## src/hw/bcd_pkg.sv

```systemverilog
// Package for the broken conductor detector: register map, field
// positions, reset values, setting limits and timing counts.
// Assumes a 200 MHz system clock and a 32-bit APB register bus.

package bcd_pkg;

  // ==========================================================
  // Clock and timing
  // ==========================================================
  localparam int CLK_PERIOD_PS = 5000;      // 200 MHz clock period
  localparam int TICK_NS       = 1000000;   // Delay resolution, 1 ms
  localparam int CYC_PER_MS    = (TICK_NS * 1000) / CLK_PERIOD_PS;

  // ==========================================================
  // Widths
  // ==========================================================
  localparam int MAG_W   = 16;              // Sequence magnitude width
  localparam int RATIO_W = 7;               // Ratio setting width
  localparam int DLY_W   = 16;              // Delay setting width
  localparam int ADDR_W  = 8;               // APB address width

  // ==========================================================
  // Register offsets (byte addresses)
  // ==========================================================
  localparam logic [ADDR_W-1:0] OFS_CTRL   = 8'h00; // Operation, start only
  localparam logic [ADDR_W-1:0] OFS_RATIO  = 8'h04; // Start ratio percent
  localparam logic [ADDR_W-1:0] OFS_DELAY  = 8'h08; // Trip delay in ms
  localparam logic [ADDR_W-1:0] OFS_RATED  = 8'h0C; // Rated current counts
  localparam logic [ADDR_W-1:0] OFS_STATUS = 8'h10; // Live state, read only
  localparam logic [ADDR_W-1:0] OFS_IRQ_ST = 8'h14; // Sticky events, read only
  localparam logic [ADDR_W-1:0] OFS_IRQ_CL = 8'h18; // Event clear, write only
  localparam logic [ADDR_W-1:0] OFS_IRQ_EN = 8'h1C; // Event enable

  // ==========================================================
  // Field positions
  // ==========================================================
  localparam int CTRL_OPER_BIT  = 0;        // Operation On
  localparam int CTRL_SONLY_BIT = 1;        // Start signal only
  localparam int ST_START_BIT   = 0;        // Start output
  localparam int ST_TRIP_BIT    = 1;        // Trip output
  localparam int ST_RATIO_BIT   = 2;        // Ratio exceeded flag
  localparam int ST_BAND_BIT    = 3;        // Positive sequence in band
  localparam int ST_BLOCK_BIT   = 4;        // Blocking input
  localparam int EV_START_BIT   = 0;        // Start rising event
  localparam int EV_TRIP_BIT    = 1;        // Trip rising event
  localparam int EV_DROP_BIT    = 2;        // Start falling event
  localparam int EV_W           = 3;        // Event register width

  // ==========================================================
  // Reset values and setting limits
  // ==========================================================
  localparam logic                RST_OPER  = 1'b0;       // Off
  localparam logic                RST_SONLY = 1'b0;       // False
  localparam logic [RATIO_W-1:0]  RST_RATIO = 7'd50;
  localparam logic [RATIO_W-1:0]  MIN_RATIO = 7'd10;
  localparam logic [RATIO_W-1:0]  MAX_RATIO = 7'd90;
  localparam logic [DLY_W-1:0]    RST_DELAY = 16'd1000;
  localparam logic [DLY_W-1:0]    MIN_DELAY = 16'd100;
  localparam logic [DLY_W-1:0]    MAX_DELAY = 16'd60000;
  localparam logic [MAG_W-1:0]    RST_RATED = 16'h1000;   // 1.0 In
  localparam logic [EV_W-1:0]     RST_IRQ   = 3'h0;

  // Band limits as fractions of rated current, in 1/10000 units
  localparam logic [13:0] BAND_LO_BP = 14'd667;     // 6.67 %
  localparam logic [13:0] BAND_HI_BP = 14'd10000;   // 100 %
  localparam logic [13:0] BP_SCALE   = 14'd10000;
  localparam logic [6:0]  PCT_SCALE  = 7'd100;

endpackage

```

## src/hw/bcd_top.sv

```systemverilog
// Broken conductor detector top: APB register file, decision logic,
// start and trip outputs and event interrupt.
// Assumes magnitudes come from an upstream sequence calculator and
// that all inputs are synchronous to mclk_in.
//
// Local design decisions: the register offsets and register access over APB.
`timescale 1ns/1ps

module bcd_top
  import bcd_pkg::*;
#(
  parameter int CYC_MS = CYC_PER_MS             // Cycles per ms tick
) (
  input  wire logic               mclk_in,      // System clock
  input  wire logic               rst_in,       // Async reset, high
  input  wire logic               ce_in,        // Clock enable
  // APB slave
  input  wire logic               psel_in,      // Select
  input  wire logic               penable_in,   // Access phase
  input  wire logic               pwrite_in,    // Write direction
  input  wire logic [ADDR_W-1:0]  paddr_in,     // Byte address
  input  wire logic [31:0]        pwdata_in,    // Write data
  input  wire logic [3:0]         pstrb_in,     // Byte strobes
  output logic [31:0]             prdata_out,   // Read data
  output logic                    pready_out,   // Transfer done
  output logic                    pslverr_out,  // Unmapped access
  // Measurement side
  input  wire logic               mag_valid_in, // Magnitudes strobe
  input  wire logic [MAG_W-1:0]   positive_seq_magnitude_in,
  input  wire logic [MAG_W-1:0]   negative_seq_magnitude_in,
  input  wire logic               block_in,     // External blocking
  // Protection outputs
  output logic                    start_out,    // General start
  output logic                    trip_out,     // General trip
  output logic                    irq_out       // Event interrupt
);

  // ==========================================================
  // Functions
  // ==========================================================
  // Address match used by both read and write decode
  function automatic logic hit(input logic [ADDR_W-1:0] a,
                               input logic [ADDR_W-1:0] ofs);
    hit = (a == ofs);
  endfunction

  // Known register address
  function automatic logic mapped(input logic [ADDR_W-1:0] a);
    mapped = hit(a, OFS_CTRL) || hit(a, OFS_RATIO) ||
             hit(a, OFS_DELAY) || hit(a, OFS_RATED) ||
             hit(a, OFS_STATUS) || hit(a, OFS_IRQ_ST) ||
             hit(a, OFS_IRQ_CL) || hit(a, OFS_IRQ_EN);
  endfunction

  // ==========================================================
  // Declarations
  // ==========================================================
  logic               oper_q;        // Operation On
  logic               sonly_q;       // Start signal only
  logic [RATIO_W-1:0] ratio_q;       // Start ratio setting
  logic [DLY_W-1:0]   delay_q;       // Trip delay setting
  logic [MAG_W-1:0]   rated_q;       // Rated current counts
  logic [EV_W-1:0]    irq_st_q;      // Sticky events
  logic [EV_W-1:0]    irq_en_q;      // Event enables
  logic [31:0]        prdata_q;      // Registered read data
  logic               acc_rdy_q;     // Setup phase captured
  logic               err_q;         // Setup address unmapped
  logic               start_q;       // Start output register
  logic               trip_q;        // Trip output register
  logic               ratio_flag;    // Ratio exceeded
  logic               band_flag;     // Positive sequence in band
  logic               cond;          // Start condition
  logic               timer_done;    // Delay elapsed
  logic               wr_en;         // Completing write
  logic               setup;         // Setup phase cycle
  logic [EV_W-1:0]    ev_set;        // Events this cycle
  logic [EV_W-1:0]    ev_clr;        // Software clear this cycle
  logic [31:0]        rd_mux;        // Read data before register
  logic [15:0]        wdata16;       // Low half of write data
  logic [RATIO_W-1:0] wr_ratio;      // Clamped ratio write
  logic [DLY_W-1:0]   wr_delay;      // Clamped delay write

  // ==========================================================
  // APB handshake
  // ==========================================================
  // Setup cycle of a transfer
  assign setup  = psel_in && !penable_in;
  // Write takes effect on the completing edge only
  assign wr_en  = psel_in && penable_in && pwrite_in && pready_out;

  // One wait-free access phase once setup has been seen
  assign pready_out  = acc_rdy_q && ce_in;
  assign pslverr_out = acc_rdy_q && err_q;
  assign prdata_out  = prdata_q;

  // Setup capture and access completion tracking
  always_ff @(posedge mclk_in or posedge rst_in) begin
    if (rst_in) begin
      acc_rdy_q <= 1'b0;
      err_q     <= 1'b0;
    end else if (ce_in) begin
      if (setup) begin
        acc_rdy_q <= 1'b1;
        err_q     <= !mapped(paddr_in);
      end else if (acc_rdy_q && psel_in && penable_in) begin
        // Transfer completes this edge
        acc_rdy_q <= 1'b0;
        err_q     <= 1'b0;
      end
    end
  end

  // ==========================================================
  // Write data clamping
  // ==========================================================
  always_comb begin
    wdata16 = pwdata_in[15:0];
    // Keep ratio within 10..90 percent
    if (wdata16 < 16'(MIN_RATIO)) begin
      wr_ratio = MIN_RATIO;
    end else if (wdata16 > 16'(MAX_RATIO)) begin
      wr_ratio = MAX_RATIO;
    end else begin
      wr_ratio = wdata16[RATIO_W-1:0];
    end
    // Keep delay within 100..60000 ms
    if (wdata16 < MIN_DELAY) begin
      wr_delay = MIN_DELAY;
    end else if (wdata16 > MAX_DELAY) begin
      wr_delay = MAX_DELAY;
    end else begin
      wr_delay = wdata16;
    end
  end

  // ==========================================================
  // Setting registers
  // ==========================================================
  // Control bits: operation and start only
  always_ff @(posedge mclk_in or posedge rst_in) begin
    if (rst_in) begin
      oper_q  <= RST_OPER;
      sonly_q <= RST_SONLY;
    end else if (ce_in && wr_en && hit(paddr_in, OFS_CTRL) && pstrb_in[0]) begin
      oper_q  <= pwdata_in[CTRL_OPER_BIT];
      sonly_q <= pwdata_in[CTRL_SONLY_BIT];
    end
  end

  // Start ratio setting
  always_ff @(posedge mclk_in or posedge rst_in) begin
    if (rst_in) begin
      ratio_q <= RST_RATIO;
    end else if (ce_in && wr_en && hit(paddr_in, OFS_RATIO) && pstrb_in[0]) begin
      ratio_q <= wr_ratio;
    end
  end

  // Trip delay setting, both low bytes needed
  always_ff @(posedge mclk_in or posedge rst_in) begin
    if (rst_in) begin
      delay_q <= RST_DELAY;
    end else if (ce_in && wr_en && hit(paddr_in, OFS_DELAY) && (&pstrb_in[1:0])) begin
      delay_q <= wr_delay;
    end
  end

  // Rated current scaling
  always_ff @(posedge mclk_in or posedge rst_in) begin
    if (rst_in) begin
      rated_q <= RST_RATED;
    end else if (ce_in && wr_en && hit(paddr_in, OFS_RATED) && (&pstrb_in[1:0])) begin
      rated_q <= wdata16;
    end
  end

  // ==========================================================
  // Read path
  // ==========================================================
  always_comb begin
    rd_mux = 32'h0000_0000;
    unique case (1'b1)
      hit(paddr_in, OFS_CTRL): begin
        rd_mux[CTRL_OPER_BIT]  = oper_q;
        rd_mux[CTRL_SONLY_BIT] = sonly_q;
      end
      hit(paddr_in, OFS_RATIO): begin
        rd_mux[RATIO_W-1:0] = ratio_q;
      end
      hit(paddr_in, OFS_DELAY): begin
        rd_mux[DLY_W-1:0] = delay_q;
      end
      hit(paddr_in, OFS_RATED): begin
        rd_mux[MAG_W-1:0] = rated_q;
      end
      hit(paddr_in, OFS_STATUS): begin
        // Live block state
        rd_mux[ST_START_BIT] = start_q;
        rd_mux[ST_TRIP_BIT]  = trip_q;
        rd_mux[ST_RATIO_BIT] = ratio_flag;
        rd_mux[ST_BAND_BIT]  = band_flag;
        rd_mux[ST_BLOCK_BIT] = block_in;
      end
      hit(paddr_in, OFS_IRQ_ST): begin
        rd_mux[EV_W-1:0] = irq_st_q;
      end
      hit(paddr_in, OFS_IRQ_EN): begin
        rd_mux[EV_W-1:0] = irq_en_q;
      end
      default: begin
        // Clear register and unmapped read as zero
        rd_mux = 32'h0000_0000;
      end
    endcase
  end

  // Read data captured in setup, stable through access
  always_ff @(posedge mclk_in or posedge rst_in) begin
    if (rst_in) begin
      prdata_q <= 32'h0000_0000;
    end else if (ce_in && setup) begin
      prdata_q <= pwrite_in ? 32'h0000_0000 : rd_mux;
    end
  end

  // ==========================================================
  // Analogue decision stage
  // ==========================================================
  // Magnitudes arrive ready-made from upstream
  bcd_seq_compare u_cmp (
    .mclk_in    (mclk_in),
    .rst_in     (rst_in),
    .ce_in      (ce_in),
    .valid_in   (mag_valid_in),
    .pos_mag_in (positive_seq_magnitude_in),
    .neg_mag_in (negative_seq_magnitude_in),
    .ratio_in   (ratio_q),
    .rated_in   (rated_q),
    .ratio_out  (ratio_flag),
    .band_out   (band_flag)
  );

  // ==========================================================
  // Decision logic
  // ==========================================================
  // Start condition: enabled, unblocked, ratio high, I1 in band
  assign cond = oper_q &&
                !block_in &&
                ratio_flag &&
                band_flag;

  // Delay timer restarts whenever the condition drops
  bcd_delay_timer #(
    .CYC_MS (CYC_MS)
  ) u_tmr (
    .mclk_in  (mclk_in),
    .rst_in   (rst_in),
    .ce_in    (ce_in),
    .run_in   (cond),
    .delay_in (delay_q),
    .done_out (timer_done)
  );

  // Start follows the condition directly
  always_ff @(posedge mclk_in or posedge rst_in) begin
    if (rst_in) begin
      start_q <= 1'b0;
    end else if (ce_in) begin
      start_q <= cond;
    end
  end

  // Trip once delay elapses, unless start only
  always_ff @(posedge mclk_in or posedge rst_in) begin
    if (rst_in) begin
      trip_q <= 1'b0;
    end else if (ce_in) begin
      trip_q <= timer_done && !sonly_q;
    end
  end

  assign start_out = start_q;
  assign trip_out  = trip_q;

  // ==========================================================
  // Event interrupt
  // ==========================================================
  // Start rise, trip rise and start fall as events
  always_comb begin
    ev_set               = '0;
    ev_set[EV_START_BIT] = cond && !start_q;
    ev_set[EV_TRIP_BIT]  = timer_done && !sonly_q && !trip_q;
    ev_set[EV_DROP_BIT]  = !cond && start_q;
    ev_clr = (wr_en && hit(paddr_in, OFS_IRQ_CL) && pstrb_in[0]) ?
             pwdata_in[EV_W-1:0] : '0;
  end

  // Sticky bits, set wins over clear
  always_ff @(posedge mclk_in or posedge rst_in) begin
    if (rst_in) begin
      irq_st_q <= RST_IRQ;
    end else if (ce_in) begin
      irq_st_q <= (irq_st_q & ~ev_clr) | ev_set;
    end
  end

  // Enable register
  always_ff @(posedge mclk_in or posedge rst_in) begin
    if (rst_in) begin
      irq_en_q <= RST_IRQ;
    end else if (ce_in && wr_en && hit(paddr_in, OFS_IRQ_EN) && pstrb_in[0]) begin
      irq_en_q <= pwdata_in[EV_W-1:0];
    end
  end

  // Level interrupt while an enabled event is pending
  assign irq_out = |(irq_st_q & irq_en_q);

endmodule

```

## src/hw/bcd_seq_compare.sv

```systemverilog
// Analogue decision stage: turns sequence magnitudes into ratio and
// band flags. Assumes magnitudes are valid on the strobe cycle.
`timescale 1ns/1ps

module bcd_seq_compare
  import bcd_pkg::*;
(
  input  wire logic               mclk_in,      // System clock
  input  wire logic               rst_in,       // Async reset, high
  input  wire logic               ce_in,        // Clock enable
  input  wire logic               valid_in,     // New magnitudes
  input  wire logic [MAG_W-1:0]   pos_mag_in,   // Positive sequence
  input  wire logic [MAG_W-1:0]   neg_mag_in,   // Negative sequence
  input  wire logic [RATIO_W-1:0] ratio_in,     // Start ratio percent
  input  wire logic [MAG_W-1:0]   rated_in,     // Rated current counts
  output logic                    ratio_out,    // Ratio exceeded flag
  output logic                    band_out      // In-band flag
);

  // ==========================================================
  // Scaled products
  // ==========================================================
  logic [31:0] neg_pct;    // I2 * 100
  logic [31:0] pos_pct;    // I1 * setting
  logic [31:0] pos_bp;     // I1 * 10000
  logic [31:0] lo_bp;      // Rated * 667
  logic [31:0] hi_bp;      // Rated * 10000

  always_comb begin
    neg_pct = 32'(neg_mag_in) * 32'(PCT_SCALE);
    pos_pct = 32'(pos_mag_in) * 32'(ratio_in);
    pos_bp  = 32'(pos_mag_in) * 32'(BP_SCALE);
    lo_bp   = 32'(rated_in) * 32'(BAND_LO_BP);
    hi_bp   = 32'(rated_in) * 32'(BAND_HI_BP);
  end

  // ==========================================================
  // Flag registers, updated per sample
  // ==========================================================
  always_ff @(posedge mclk_in or posedge rst_in) begin
    if (rst_in) begin
      ratio_out <= 1'b0;
      band_out  <= 1'b0;
    end else if (ce_in && valid_in) begin
      // Ratio as percent compared against setting
      ratio_out <= (neg_pct > pos_pct);
      // Positive sequence between 6.67 % and 100 % of rated
      band_out  <= (pos_bp > lo_bp) && (pos_bp < hi_bp);
    end
  end

endmodule

```

## src/hw/bcd_delay_timer.sv

```systemverilog
// Trip delay timer counting whole milliseconds while its run input
// is high; restarts from zero whenever run drops.
`timescale 1ns/1ps

module bcd_delay_timer
  import bcd_pkg::*;
#(
  parameter int CYC_MS = CYC_PER_MS             // Clock cycles per ms
) (
  input  wire logic             mclk_in,        // System clock
  input  wire logic             rst_in,         // Async reset, high
  input  wire logic             ce_in,          // Clock enable
  input  wire logic             run_in,         // Condition present
  input  wire logic [DLY_W-1:0] delay_in,       // Delay in ms
  output logic                  done_out        // Delay elapsed
);

  // ==========================================================
  // Prescaler and millisecond counter
  // ==========================================================
  logic [17:0]      pre_q;     // Cycles within current ms
  logic [DLY_W-1:0] ms_q;      // Elapsed whole ms

  always_ff @(posedge mclk_in or posedge rst_in) begin
    if (rst_in) begin
      pre_q <= '0;
      ms_q  <= '0;
    end else if (ce_in) begin
      if (!run_in) begin
        // Drop restarts the delay
        pre_q <= '0;
        ms_q  <= '0;
      end else if (ms_q < delay_in) begin
        if (pre_q == 18'(CYC_MS - 1)) begin
          pre_q <= '0;
          ms_q  <= ms_q + 16'd1;
        end else begin
          pre_q <= pre_q + 18'd1;
        end
      end
    end
  end

  // Expiry while the condition still holds
  assign done_out = run_in && (ms_q >= delay_in);

endmodule

```

## config.mk

```make
export PLATFORM = sky130hd
export DESIGN_NAME = bcd_top
export DESIGN_NICKNAME = d
export VERILOG_FILES = /design/src/hw/bcd_pkg.sv /design/src/hw/bcd_top.sv /design/src/hw/bcd_seq_compare.sv /design/src/hw/bcd_delay_timer.sv
export SDC_FILE = /design/constraint.sdc
export NUM_CORES = 1
export LEC_CHECK = 0
export ABC_CLOCK_PERIOD_IN_PS = 11200
export BUFFER_PORTS_ARGS = -buffer_cell sky130_fd_sc_hd__buf_4
export CAP_MARGIN = 20
export CORE_MARGIN = 4
export CORE_UTILIZATION = 45
export CTS_CLUSTER_SIZE = 20
export DETAILED_ROUTE_END_ITERATION = 16
export PLACE_DENSITY = 0.71
export SLEW_MARGIN = 20
export SYNTH_ARGS = -nofsm -noshare
export SYNTH_HDL_FRONTEND = slang
export SYNTH_SLANG_ARGS = --single-unit
export TNS_END_PERCENT = 5
```

## constraint.sdc

```tcl
create_clock -name mclk_in -period 11.2 [get_ports mclk_in]
set_input_delay 1.12 -clock mclk_in [delete_from_list [all_inputs] [get_ports mclk_in]]
set_output_delay 1.12 -clock mclk_in [all_outputs]
set_load 0.01 [all_outputs]
```

==> impl_metrics.env, run 1 <==
export IMPL_outcome="complete, no violations"
export IMPL_worst_pin_slew_ns=1.09
export IMPL_synth_async_reset_ratio_pct=100
export IMPL_synth_seq_area_share_pct=12.8
export IMPL_antenna_found_initial=0
export IMPL_grt_max_degree=80
export IMPL_wl_per_cell_um=15.4
export IMPL_place_area_mm2=0.0215
export IMPL_nets=3074
export IMPL_cts_resized=0
export IMPL_htree_levels=3
export IMPL_rr_worst_depth=25
export IMPL_rsz0062_at_grt="no"
export IMPL_worst_setup_path_start_kind="flip-flop"
export IMPL_fin_area_mm2=0.0218
export IMPL_p_leak_nw=11.9
export IMPL_arrival_ns=7.30
export IMPL_setup_viol=0
export IMPL_cts_root_buf="clkbuf_16"
export IMPL_routed_via_density=5.31
export IMPL_place_ws_ns=3.94
export IMPL_cts_buffers=9
export IMPL_vias=15858
export IMPL_synth_area_per_cell_um2=8.71
export IMPL_slew_headroom_pct=27.3
export IMPL_drv_slew=0
export IMPL_skew_ns=0.00933
export IMPL_worst_setup_path_end_kind="flip-flop"
export IMPL_ys_types=94
export IMPL_ys_ff_latch=103
export IMPL_drc_errors=0
export IMPL_p_sw_mw=1.04
export IMPL_period_needed_ns=7.11
export IMPL_hp_class="reg -> reg"
export IMPL_grt_pass1_wl_um=76800
export IMPL_worst_ir_drop_vdd_mv=0.110
export IMPL_coreArea_mm2=0.0444
export IMPL_path_class="reg -> reg"
export IMPL_num_rows=77
export IMPL_die_area_mm2=0.0486
export IMPL_cts_setup_buffers=0
export IMPL_critical_path_required_ns=11.40
export IMPL_start_util_pct=45.7
export IMPL_fillCellCount=4110
export IMPL_numPortBuffers=86
export IMPL_antenna_cells=0
export IMPL_clk_pin_slew_ns=0.07
export IMPL_die_x_um=220
export IMPL_hold_violations=0
export IMPL_drt_iter0_drc=884
export IMPL_finalWorstSetupSlack_ns=4.09
export IMPL_intPower_mw=1.27
export IMPL_pwr_share_seq_pct=16.6
export IMPL_drt_total_wl_um=45900
export IMPL_fmax_mhz=141
export IMPL_fp_dieH_um=220
export IMPL_io_pins=121
export IMPL_utilization_pct=49.1
export IMPL_dp_cells=2972
export IMPL_ant_nets=0
export IMPL_power_total_mw=2.30
export IMPL_dr_pass1_iters=5
export IMPL_fin_cells=2989
export IMPL_finalCritPeriodShare_pct=63.5
export IMPL_synth_flop_cell="dfrtp_1"
export IMPL_dp_hpwl_um=38800
export IMPL_track_usage_pct=19.0
export IMPL_grt_pass1_vias=16106
export IMPL_max_cap_viol_count=0
export IMPL_cts_buffer_depth=2
export IMPL_clock_sinks=103
export IMPL_clkPwrFrac_pct=13.5
export IMPL_syn_inst=2331
export IMPL_clk_latency_ns=0.35
export IMPL_p_comb_share_pct=69.8
export IMPL_cts_tree="built"
export IMPL_syn_to_final_growth_pct=7.37
export IMPL_gp_congestion=0.860
export IMPL_min_path_cells=2
export IMPL_ctsHoldBuffers=0
export IMPL_synth_edf_count=0
export IMPL_power_density_mw_per_mm2=106
export IMPL_p_sw_share_pct=45.0
export IMPL_holdWs_ns=0.489
export IMPL_synthesis_area_mm2=0.0203
export IMPL_path_max_fanout=11
export IMPL_yosysWarnings=0
export IMPL_drive_gt1_share_pct=7.43
export IMPL_overflow=0
export IMPL_tns_ns=0
==> cell type report <==
class | instances | area, µm² | share of cell area, %
repair buffers | 90 | 696 | 3.19
inverters | 515 | 1940 | 8.88
clock inverters | 5 | 58.8 | 0.270
flip-flops and latches | 103 | 2590 | 11.9
well taps | 592 | 741 | 3.40
clock buffers | 11 | 233 | 1.07
multi-input cells | 1673 | 15500 | 71.3
==> logic make-up after synthesis <==
logic type      after synthesis  synth area share, %
xor+xnor                     97                 4.22
other cells                   1               0.0185
buf+inv                     570                 11.0
flops                       103                 12.8
mux                          21                 1.14
fa+ha+maj                   598                 44.1
simple gates                525                 13.2
compound gates              416                 13.6
==> synth_stat cells, types with 19 or more instances <==
master	number	share of area, %
inv_1	515	9.5
ha_1	401	25
fa_1	197	19
nand2_1	166	3.1
a21oi_1	100	2.5
o21ai_0	96	2.4
dfrtp_1	93	11
nor2_1	82	1.5
xnor2_1	58	2.5
and2_1	51	1.6
a21o_1	45	1.7
xor2_1	38	1.6
nand4_1	32	0.99
nand3_1	31	0.76
clkbuf_1	29	0.54
nor3_1	28	0.69
o21a_1	27	1.0
nor2b_1	24	0.74
nand2b_1	21	0.65
and3_1	20	0.62
a22oi_1	19	0.70
==> registers in the layout, summed over array words and instances, names as in the netlist, 3 cells and up <==
register,count
ratio_q,7
delay_q,16
irq_en_q,3
u_tmr.pre_q,18
u_tmr.ms_q,16
prdata_out,16
irq_st_q,3
rated_q,16
==> placed cells by master, fill, tap and decap left out, types with 28 or more instances in the layout <==
cell type / instances
a21o_1: 45
a21oi_1: 100
and2_1: 51
buf_4: 89
dfrtp_1: 93
fa_1: 197
ha_1: 401
inv_1: 514
nand2_1: 166
nand3_1: 31
nand4_1: 32
nor2_1: 82
nor3_1: 28
o21ai_0: 96
xnor2_1: 58
xor2_1: 38
==> power groups by stage <==
stage          Combinational, mW  Clock [mW]  Sequential, mW
2_1_floorplan               1.26           0           0.386
3_3_place_gp                1.52           0           0.390
3_5_place_dp                1.60           0           0.390
4_1_cts                     1.61       0.317           0.383
5_1_grt                     1.85       0.333           0.383
6_report                    1.61       0.312           0.383
==> critical path, stage by stage (launching register included) <==
cell and delay [ns]:
dfrtp_1 0.74, ha_1 0.38, inv_1 0.09, fa_1 0.45, fa_1 0.52, inv_1 0.05
fa_1 0.49, inv_1 0.05, fa_1 0.49, inv_1 0.04, ha_1 0.36, nand3_1 0.12
or4b_1 0.59, nand4_1 0.14, o21ai_1 0.12, a21o_1 0.23, a21boi_1 0.12, o21ai_0 0.11
a211o_1 0.29, ha_1 0.30, nand4_1 0.15, nor3_1 0.27, a211oi_1 0.10, o21ai_0 0.21
nor4_1 0.08, a211oi_1 0.45
==> worst paths after layout <==
check | startpoint | to | slack [ns]
hold / removal | prdata_out[13] | prdata_out[13] | 0.49
setup / recovery | rated_q[5] | u_cmp.band_out | 4.09
min in group asynchronous | rst_in | prdata_out[5] | 0.74
setup reg to reg | rated_q[5] | u_cmp.band_out | 4.09
hold reg to reg | prdata_out[13] | prdata_out[13] | 0.49
max in group asynchronous | rst_in | delay_q[8] | 9.43
==> routing by layer <==
layer	vias to the layer above	part of all wire, %	track usage, %
met4	0	1.4	3.04
met1	7668	45	25.8
met5	-	0	0
li1	7803	-	-
met2	339	49	33.5
met3	48	3.9	1.84
Note: power is estimated with default switching activity, not from simulation.
==> run 2: changes to the inputs <==
Settings changed: ABC_CLOCK_PERIOD_IN_PS 11200 to 7100.
Clock period 11.2 ns to 7.1 ns, I/O delays scaled along.
==> run 2 against run 1 <==
  * Wire length grew 3.1%
  * Die area is the same
  * Sequential share of layout area shrank 0.055 points
  * Via count grew 1.5%
  * Global-route usage grew 0.77 points
  * Combinational power grew 59%
  * Hold slack lost 0.15 ns
  * Register-to-register slack lost 3.7 ns
  * Cell count grew 0.64%
  * Critical path depth grew 3
  * Critical path type unchanged
  * Critical endpoint unchanged
==> impl_metrics.env, run 2 (same netlist as run 1, synthesis figures left out) <==
export IMPL_crit_end="u_cmp.band_out"
export IMPL_fin_cells=3008
export IMPL_antenna_cells=0
export IMPL_path_class="reg -> reg"
export IMPL_finalWorstSetupSlack_ns=0.374
export IMPL_drc_errors=0
export IMPL_critPathLaunch="rated_q[3]"
export IMPL_skew_ns=0.00933
export IMPL_grt_max_degree=78
export IMPL_period_needed_ns=6.73
export IMPL_p_comb_share_pct=70.3
export IMPL_clkPwrFrac_pct=13.1
export IMPL_antenna_found_initial=0
export IMPL_multiInputGateArea_mm2=0.0155
export IMPL_rr_worst_depth=28
export IMPL_drt_iter0_drc=852
export IMPL_crit_cells=28
export IMPL_timing_rr_end="u_cmp.band_out"
export IMPL_die_x_um=220
export IMPL_crit_family="adder cells"
export IMPL_syn_to_final_growth_pct=7.93
export IMPL_routed_via_density=5.35
export IMPL_largest_reg_flops=18
export IMPL_power_density_mw_per_mm2=166
export IMPL_place_ws_ns=0.355
export IMPL_regMostFlops="u_tmr.pre_q"
export IMPL_drt_total_wl_um=47300
export IMPL_track_usage_pct=19.8
export IMPL_path_max_fanout=5
export IMPL_rsz0062_at_grt="no"
export IMPL_dp_cells=2992
export IMPL_hp_class="in -> async"
export IMPL_slew_headroom_pct=31.1
export IMPL_rrSetupSlack_ns=0.37
export IMPL_fillCellCount=4166
export IMPL_wl_per_cell_um=15.7
export IMPL_cts_buffers=9
export IMPL_final_cell_mix="inv_1 (514), ha_1 (401), fa_1 (197)"
export IMPL_clk_latency_ns=0.35
export IMPL_worst_setup_path_end_kind="flip-flop"
export IMPL_drv_slew=0
export IMPL_cts_root_buf="clkbuf_16"
export IMPL_worst_ir_drop_vdd_mv=0.171
export IMPL_dr_pass1_iters=6
export IMPL_drive_gt1_share_pct=8.28
export IMPL_clock_sinks=103
export IMPL_io_pins=121
export IMPL_ant_nets=0
export IMPL_gp_congestion=0.888
export IMPL_coreArea_mm2=0.0444
export IMPL_finalCritPeriodShare_pct=94.7
export IMPL_numPortBuffers=86
export IMPL_regArea_mm2=0.00259
export IMPL_worst_setup_path_start_kind="flip-flop"
export IMPL_num_rows=77
export IMPL_cts_buffer_depth=2
export IMPL_worstPathBufferInverterCount=5
export IMPL_dp_hpwl_um=40200
export IMPL_die_area_mm2=0.0486
export IMPL_start_util_pct=45.7
export IMPL_critical_path_max_stage_delay_ns=0.56
export IMPL_p_sw_mw=1.66
export IMPL_p_leak_nw=12.0
export IMPL_pwr_share_seq_pct=16.6
export IMPL_worst_pin_slew_ns=1.03
export IMPL_hold_violations=0
export IMPL_grt_pass1_vias=16565
export IMPL_mostFrequentLayoutCell="inv_1"
export IMPL_cts_tree="built"
export IMPL_p_sw_share_pct=45.7
export IMPL_clk_pin_slew_ns=0.07
export IMPL_tns_ns=0
export IMPL_htree_levels=3
export IMPL_vias=16091
export IMPL_arrival_ns=6.97
export IMPL_grt_pass1_wl_um=79600
export IMPL_nets=3093
export IMPL_max_cap_viol_count=0
export IMPL_fmax_mhz=149
export IMPL_setup_viol=0
export IMPL_overflow=0
export IMPL_cts_setup_buffers=0
export IMPL_cp_slowest_cell="or4b_1"
export IMPL_intPower_mw=1.98
export IMPL_worst_r2r_startpoint="rated_q[3]"
export IMPL_outcome="complete, no violations"
export IMPL_critical_path_required_ns=7.34
export IMPL_fp_dieH_um=220
run 2: cell types whose count changed in the layout (fill, tap and decap cells not counted), sizes merged:
cell	previous run	this run
clkinv	2	3
clkbuf	11	9
buf	90	109
inv	515	518
clkinvlp	2	1
bufinv	1	0
run 2: stage by stage:
step / instance area, µm² / hold WS (ns) / util [%] / power (mW)
final: 21900 / 0.338 / 49.3 / 3.64
after global routing: 21900 / 0.351 / 49.3 / 4.10
after CTS: 21900 / 0.337 / 49.3 / 3.65
after detailed placement: 21600 / 0.473 / 48.7 / 3.15
after global placement: 21600 / 0.475 / 48.7 / 3.03
after floorplan: 20400 / 0.457 / - / 2.59
run 2: final cells by class:
cell class / count / share of cell area (%)
well taps: 592 / 3.38
repair buffers: 109 / 3.73
clock buffers: 9 / 1.03
inverters: 515 / 8.83
flip-flops and latches: 103 / 11.8
clock inverters: 7 / 0.251
multi-input cells: 1673 / 70.9
run 2: worst register-to-register path, delay by kind of cell (launching register included):
family	cells	cell delay (ns)
AOI/OAI and AO/OA	10	1.56
adders and majority gates	7	3.04
buffers and inverters	5	0.36
DFF	1	0.48
and+or+nand+nor	6	1.17
run 2: routing by layer:
layer,vias up,global-route usage [%],routed length [µm],part of all wire (%)
met5,-,0,0,0
met4,0,3.39,648,1.4
met3,56,2.46,2100,4.4
met2,347,35.4,23700,50
met1,7849,26.0,20900,44
li1,7839,-,-,-
run 2: power by group through the flow:
stage               Sequential (mW)  Combinational, mW  Clock, mW
floorplan                     0.608               1.98          0
global placement              0.614               2.41          0
detailed placement            0.615               2.54          0
CTS                           0.603               2.56      0.486
global route                  0.604               2.98      0.513
finish                        0.604               2.56      0.478
run 2: worst min-delay path by stage:
stage | endpoint | slack (ns) | startpoint | cells past startpoint
5_1_grt | err_q | 0.35 | rst_in | 2
2_1_floorplan | u_tmr.pre_q[4] | 0.46 | u_tmr.pre_q[4] | 1
4_1_cts | err_q | 0.34 | rst_in | 2
3_5_place_dp | prdata_out[15] | 0.47 | prdata_out[15] | 2
6_report | err_q | 0.34 | rst_in | 2
3_3_place_gp | prdata_out[13] | 0.48 | prdata_out[13] | 2
run 2: what timing repair did:
item | CTS | global route
endpoints found under the setup margin | 0 | 1
gates resized for setup | 0 | 1
hold buffers | 0 | 0
==> run 3: changes to the inputs <==
--- a/config.mk
+++ b/config.mk
@@ -13,5 +13,5 @@
 export CTS_CLUSTER_SIZE = 20
 export DETAILED_ROUTE_END_ITERATION = 16
-export PLACE_DENSITY = 0.71
+export PLACE_DENSITY = 0.73
 export SLEW_MARGIN = 20
 export SYNTH_ARGS = -nofsm -noshare
==> constraint.sdc (replaced) <==
create_clock -name mclk_in -period 7.1 [get_ports mclk_in]
set_input_delay 0.355 -clock mclk_in [delete_from_list [all_inputs] [get_ports mclk_in]]
set_output_delay 0.355 -clock mclk_in [all_outputs]
set_load 0.01 [all_outputs]
==> run 3 against run 2 <==
  * Clock power is 5.9% higher
  * Maximum frequency fell by 0.31%
  * Global-route usage is 0.32 points lower
  * Non-clock buffer count is 5 lower
  * Critical path depth decreased by 3
  * First-iteration DRC count is 32% higher
==> impl_metrics.env, run 3 (same netlist as run 1, synthesis figures left out) <==
export IMPL_hold_violations=0
export IMPL_cts_root_buf="clkbuf_16"
export IMPL_routed_via_density=5.37
export IMPL_path_max_fanout=6
export IMPL_slew_headroom_pct=31.0
export IMPL_htree_levels=3
export IMPL_gp_congestion=0.881
export IMPL_coreArea_mm2=0.0444
export IMPL_tns_ns=0
export IMPL_fp_dieH_um=220
export IMPL_drc_errors=0
export IMPL_rsz0062_at_grt="no"
export IMPL_cts_buffers=9
export IMPL_largest_reg_flops=18
export IMPL_start_util_pct=45.7
export IMPL_power_density_mw_per_mm2=168
export IMPL_holdWs_ns=0.0166
export IMPL_track_usage_pct=19.5
export IMPL_ant_nets=0
export IMPL_ctsHoldBuffers=0
export IMPL_grt_pass1_vias=16578
export IMPL_die_area_mm2=0.0486
export IMPL_vias=16119
export IMPL_skew_ns=0.00793
export IMPL_drv_slew=0
export IMPL_grt_pass1_wl_um=78400
export IMPL_cts_tree="built"
export IMPL_antenna_found_initial=1
export IMPL_hp_class="in -> async"
export IMPL_overflow=0
export IMPL_drt_iter0_drc=1121
export IMPL_fmax_mhz=148
export IMPL_numPortBuffers=86
export IMPL_worst_pin_slew_ns=1.03
export IMPL_grt_max_degree=71
export IMPL_clk_latency_ns=0.35
export IMPL_clock_sinks=103
export IMPL_cts_setup_buffers=0
export IMPL_setup_viol=0
export IMPL_io_pins=121
export IMPL_die_x_um=220
export IMPL_syn_to_final_growth_pct=7.89
export IMPL_mostFrequentLayoutCell="inv_1"
export IMPL_drive_gt1_share_pct=8.17
export IMPL_cts_resized=0
export IMPL_arrival_ns=6.96
export IMPL_path_class="reg -> reg"
export IMPL_antenna_cells=0
export IMPL_critical_path_required_ns=7.31
export IMPL_timing_rr_end="u_cmp.band_out"
export IMPL_num_rows=77
export IMPL_dp_hpwl_um=40100
export IMPL_rr_worst_depth=25
export IMPL_rrSetupSlack_ns=0.35
export IMPL_worst_ir_drop_vdd_mv=0.186
export IMPL_wl_per_cell_um=15.8
export IMPL_finalCritPeriodShare_pct=95.0
export IMPL_cts_buffer_depth=2
export IMPL_max_cap_viol_count=0
export IMPL_period_needed_ns=6.75
export IMPL_worst_setup_path_end_kind="flip-flop"
export IMPL_drt_total_wl_um=47300
export IMPL_nets=3088
export IMPL_worst_r2r_startpoint="rated_q[5]"
export IMPL_regMostFlops="u_tmr.pre_q"
export IMPL_clk_pin_slew_ns=0.07
export IMPL_dr_pass1_iters=8
export IMPL_worst_setup_path_start_kind="flip-flop"
export IMPL_final_cell_mix="inv_1 (514), ha_1 (401), fa_1 (197)"
export IMPL_outcome="complete, no violations"
export IMPL_p_leak_nw=12.0
==> run 3: area by class of cell <==
type | instances | area, µm²
Clock buffer | 11 | 233
Clock inverter | 5 | 63.8
Fill cell | 4096 | 22500
Inverter | 515 | 1940
Multi-Input combinational cell | 1673 | 15600
Sequential cell | 103 | 2590
Tap cell | 592 | 741
Timing Repair Buffer | 104 | 781
==> run 3: worst max path at each step <==
stage / start / to / slack, ns / depth (start not counted)
CTS: rated_q[7] / u_cmp.band_out / 0.23 / 24
finish: rated_q[5] / u_cmp.band_out / 0.35 / 25
global route: rated_q[4] / u_cmp.band_out / 0.03 / 27
floorplan: rated_q[3] / u_cmp.band_out / 1.03 / 27
detailed placement: rated_q[7] / u_cmp.band_out / 0.23 / 24
global placement: rated_q[7] / u_cmp.band_out / 0.33 / 27
==> run 3: report_power, final <==
part	leakage [nW]	total (mW)	switching [mW]	internal, mW
Sequential	1.34	0.604	0.0113	0.593
Combinational	10.5	2.57	1.43	1.14
Clock	0.141	0.506	0.228	0.278
==> run 3: critical path: stages, from the launching register on <==
cell	delay (ns)
dfrtp_1	0.49
ha_1	0.35
inv_1	0.06
fa_1	0.49
fa_1	0.52
inv_1	0.05
fa_1	0.50
inv_1	0.05
fa_1	0.49
inv_1	0.04
ha_1	0.36
nand3_1	0.12
or4b_1	0.58
nand4_1	0.14
o21ai_1	0.13
a21o_1	0.24
a21boi_1	0.12
o21ai_0	0.11
a211o_1	0.29
ha_1	0.30
nand4_1	0.16
nor3_1	0.28
nor3b_1	0.22
o21ai_0	0.10
nor4_1	0.26
a211oi_2	0.16
==> run 3: stage by stage <==
step           cell area [µm²]  instances  power (mW)  utilization, %  setup slack (ns)
3_5_place_dp             21600       2987        3.15            48.6             0.226
5_1_grt                  21900       3003        4.08            49.3            0.0251
3_3_place_gp             21600       2987        3.01            48.6             0.333
6_report                 21900       3003        3.68            49.3             0.353
2_1_floorplan            20400       2346        2.59               -              1.03
4_1_cts                  21900       3003        3.68            49.3             0.230
==> run 3: per-layer routing <==
layer	up-vias	routed length (µm)	GRT usage [%]
li1	7819	-	-
met1	7812	21100	25.7
met2	427	23200	34.6
met3	59	2200	2.21
met4	2	874	3.98
met5	-	13	0
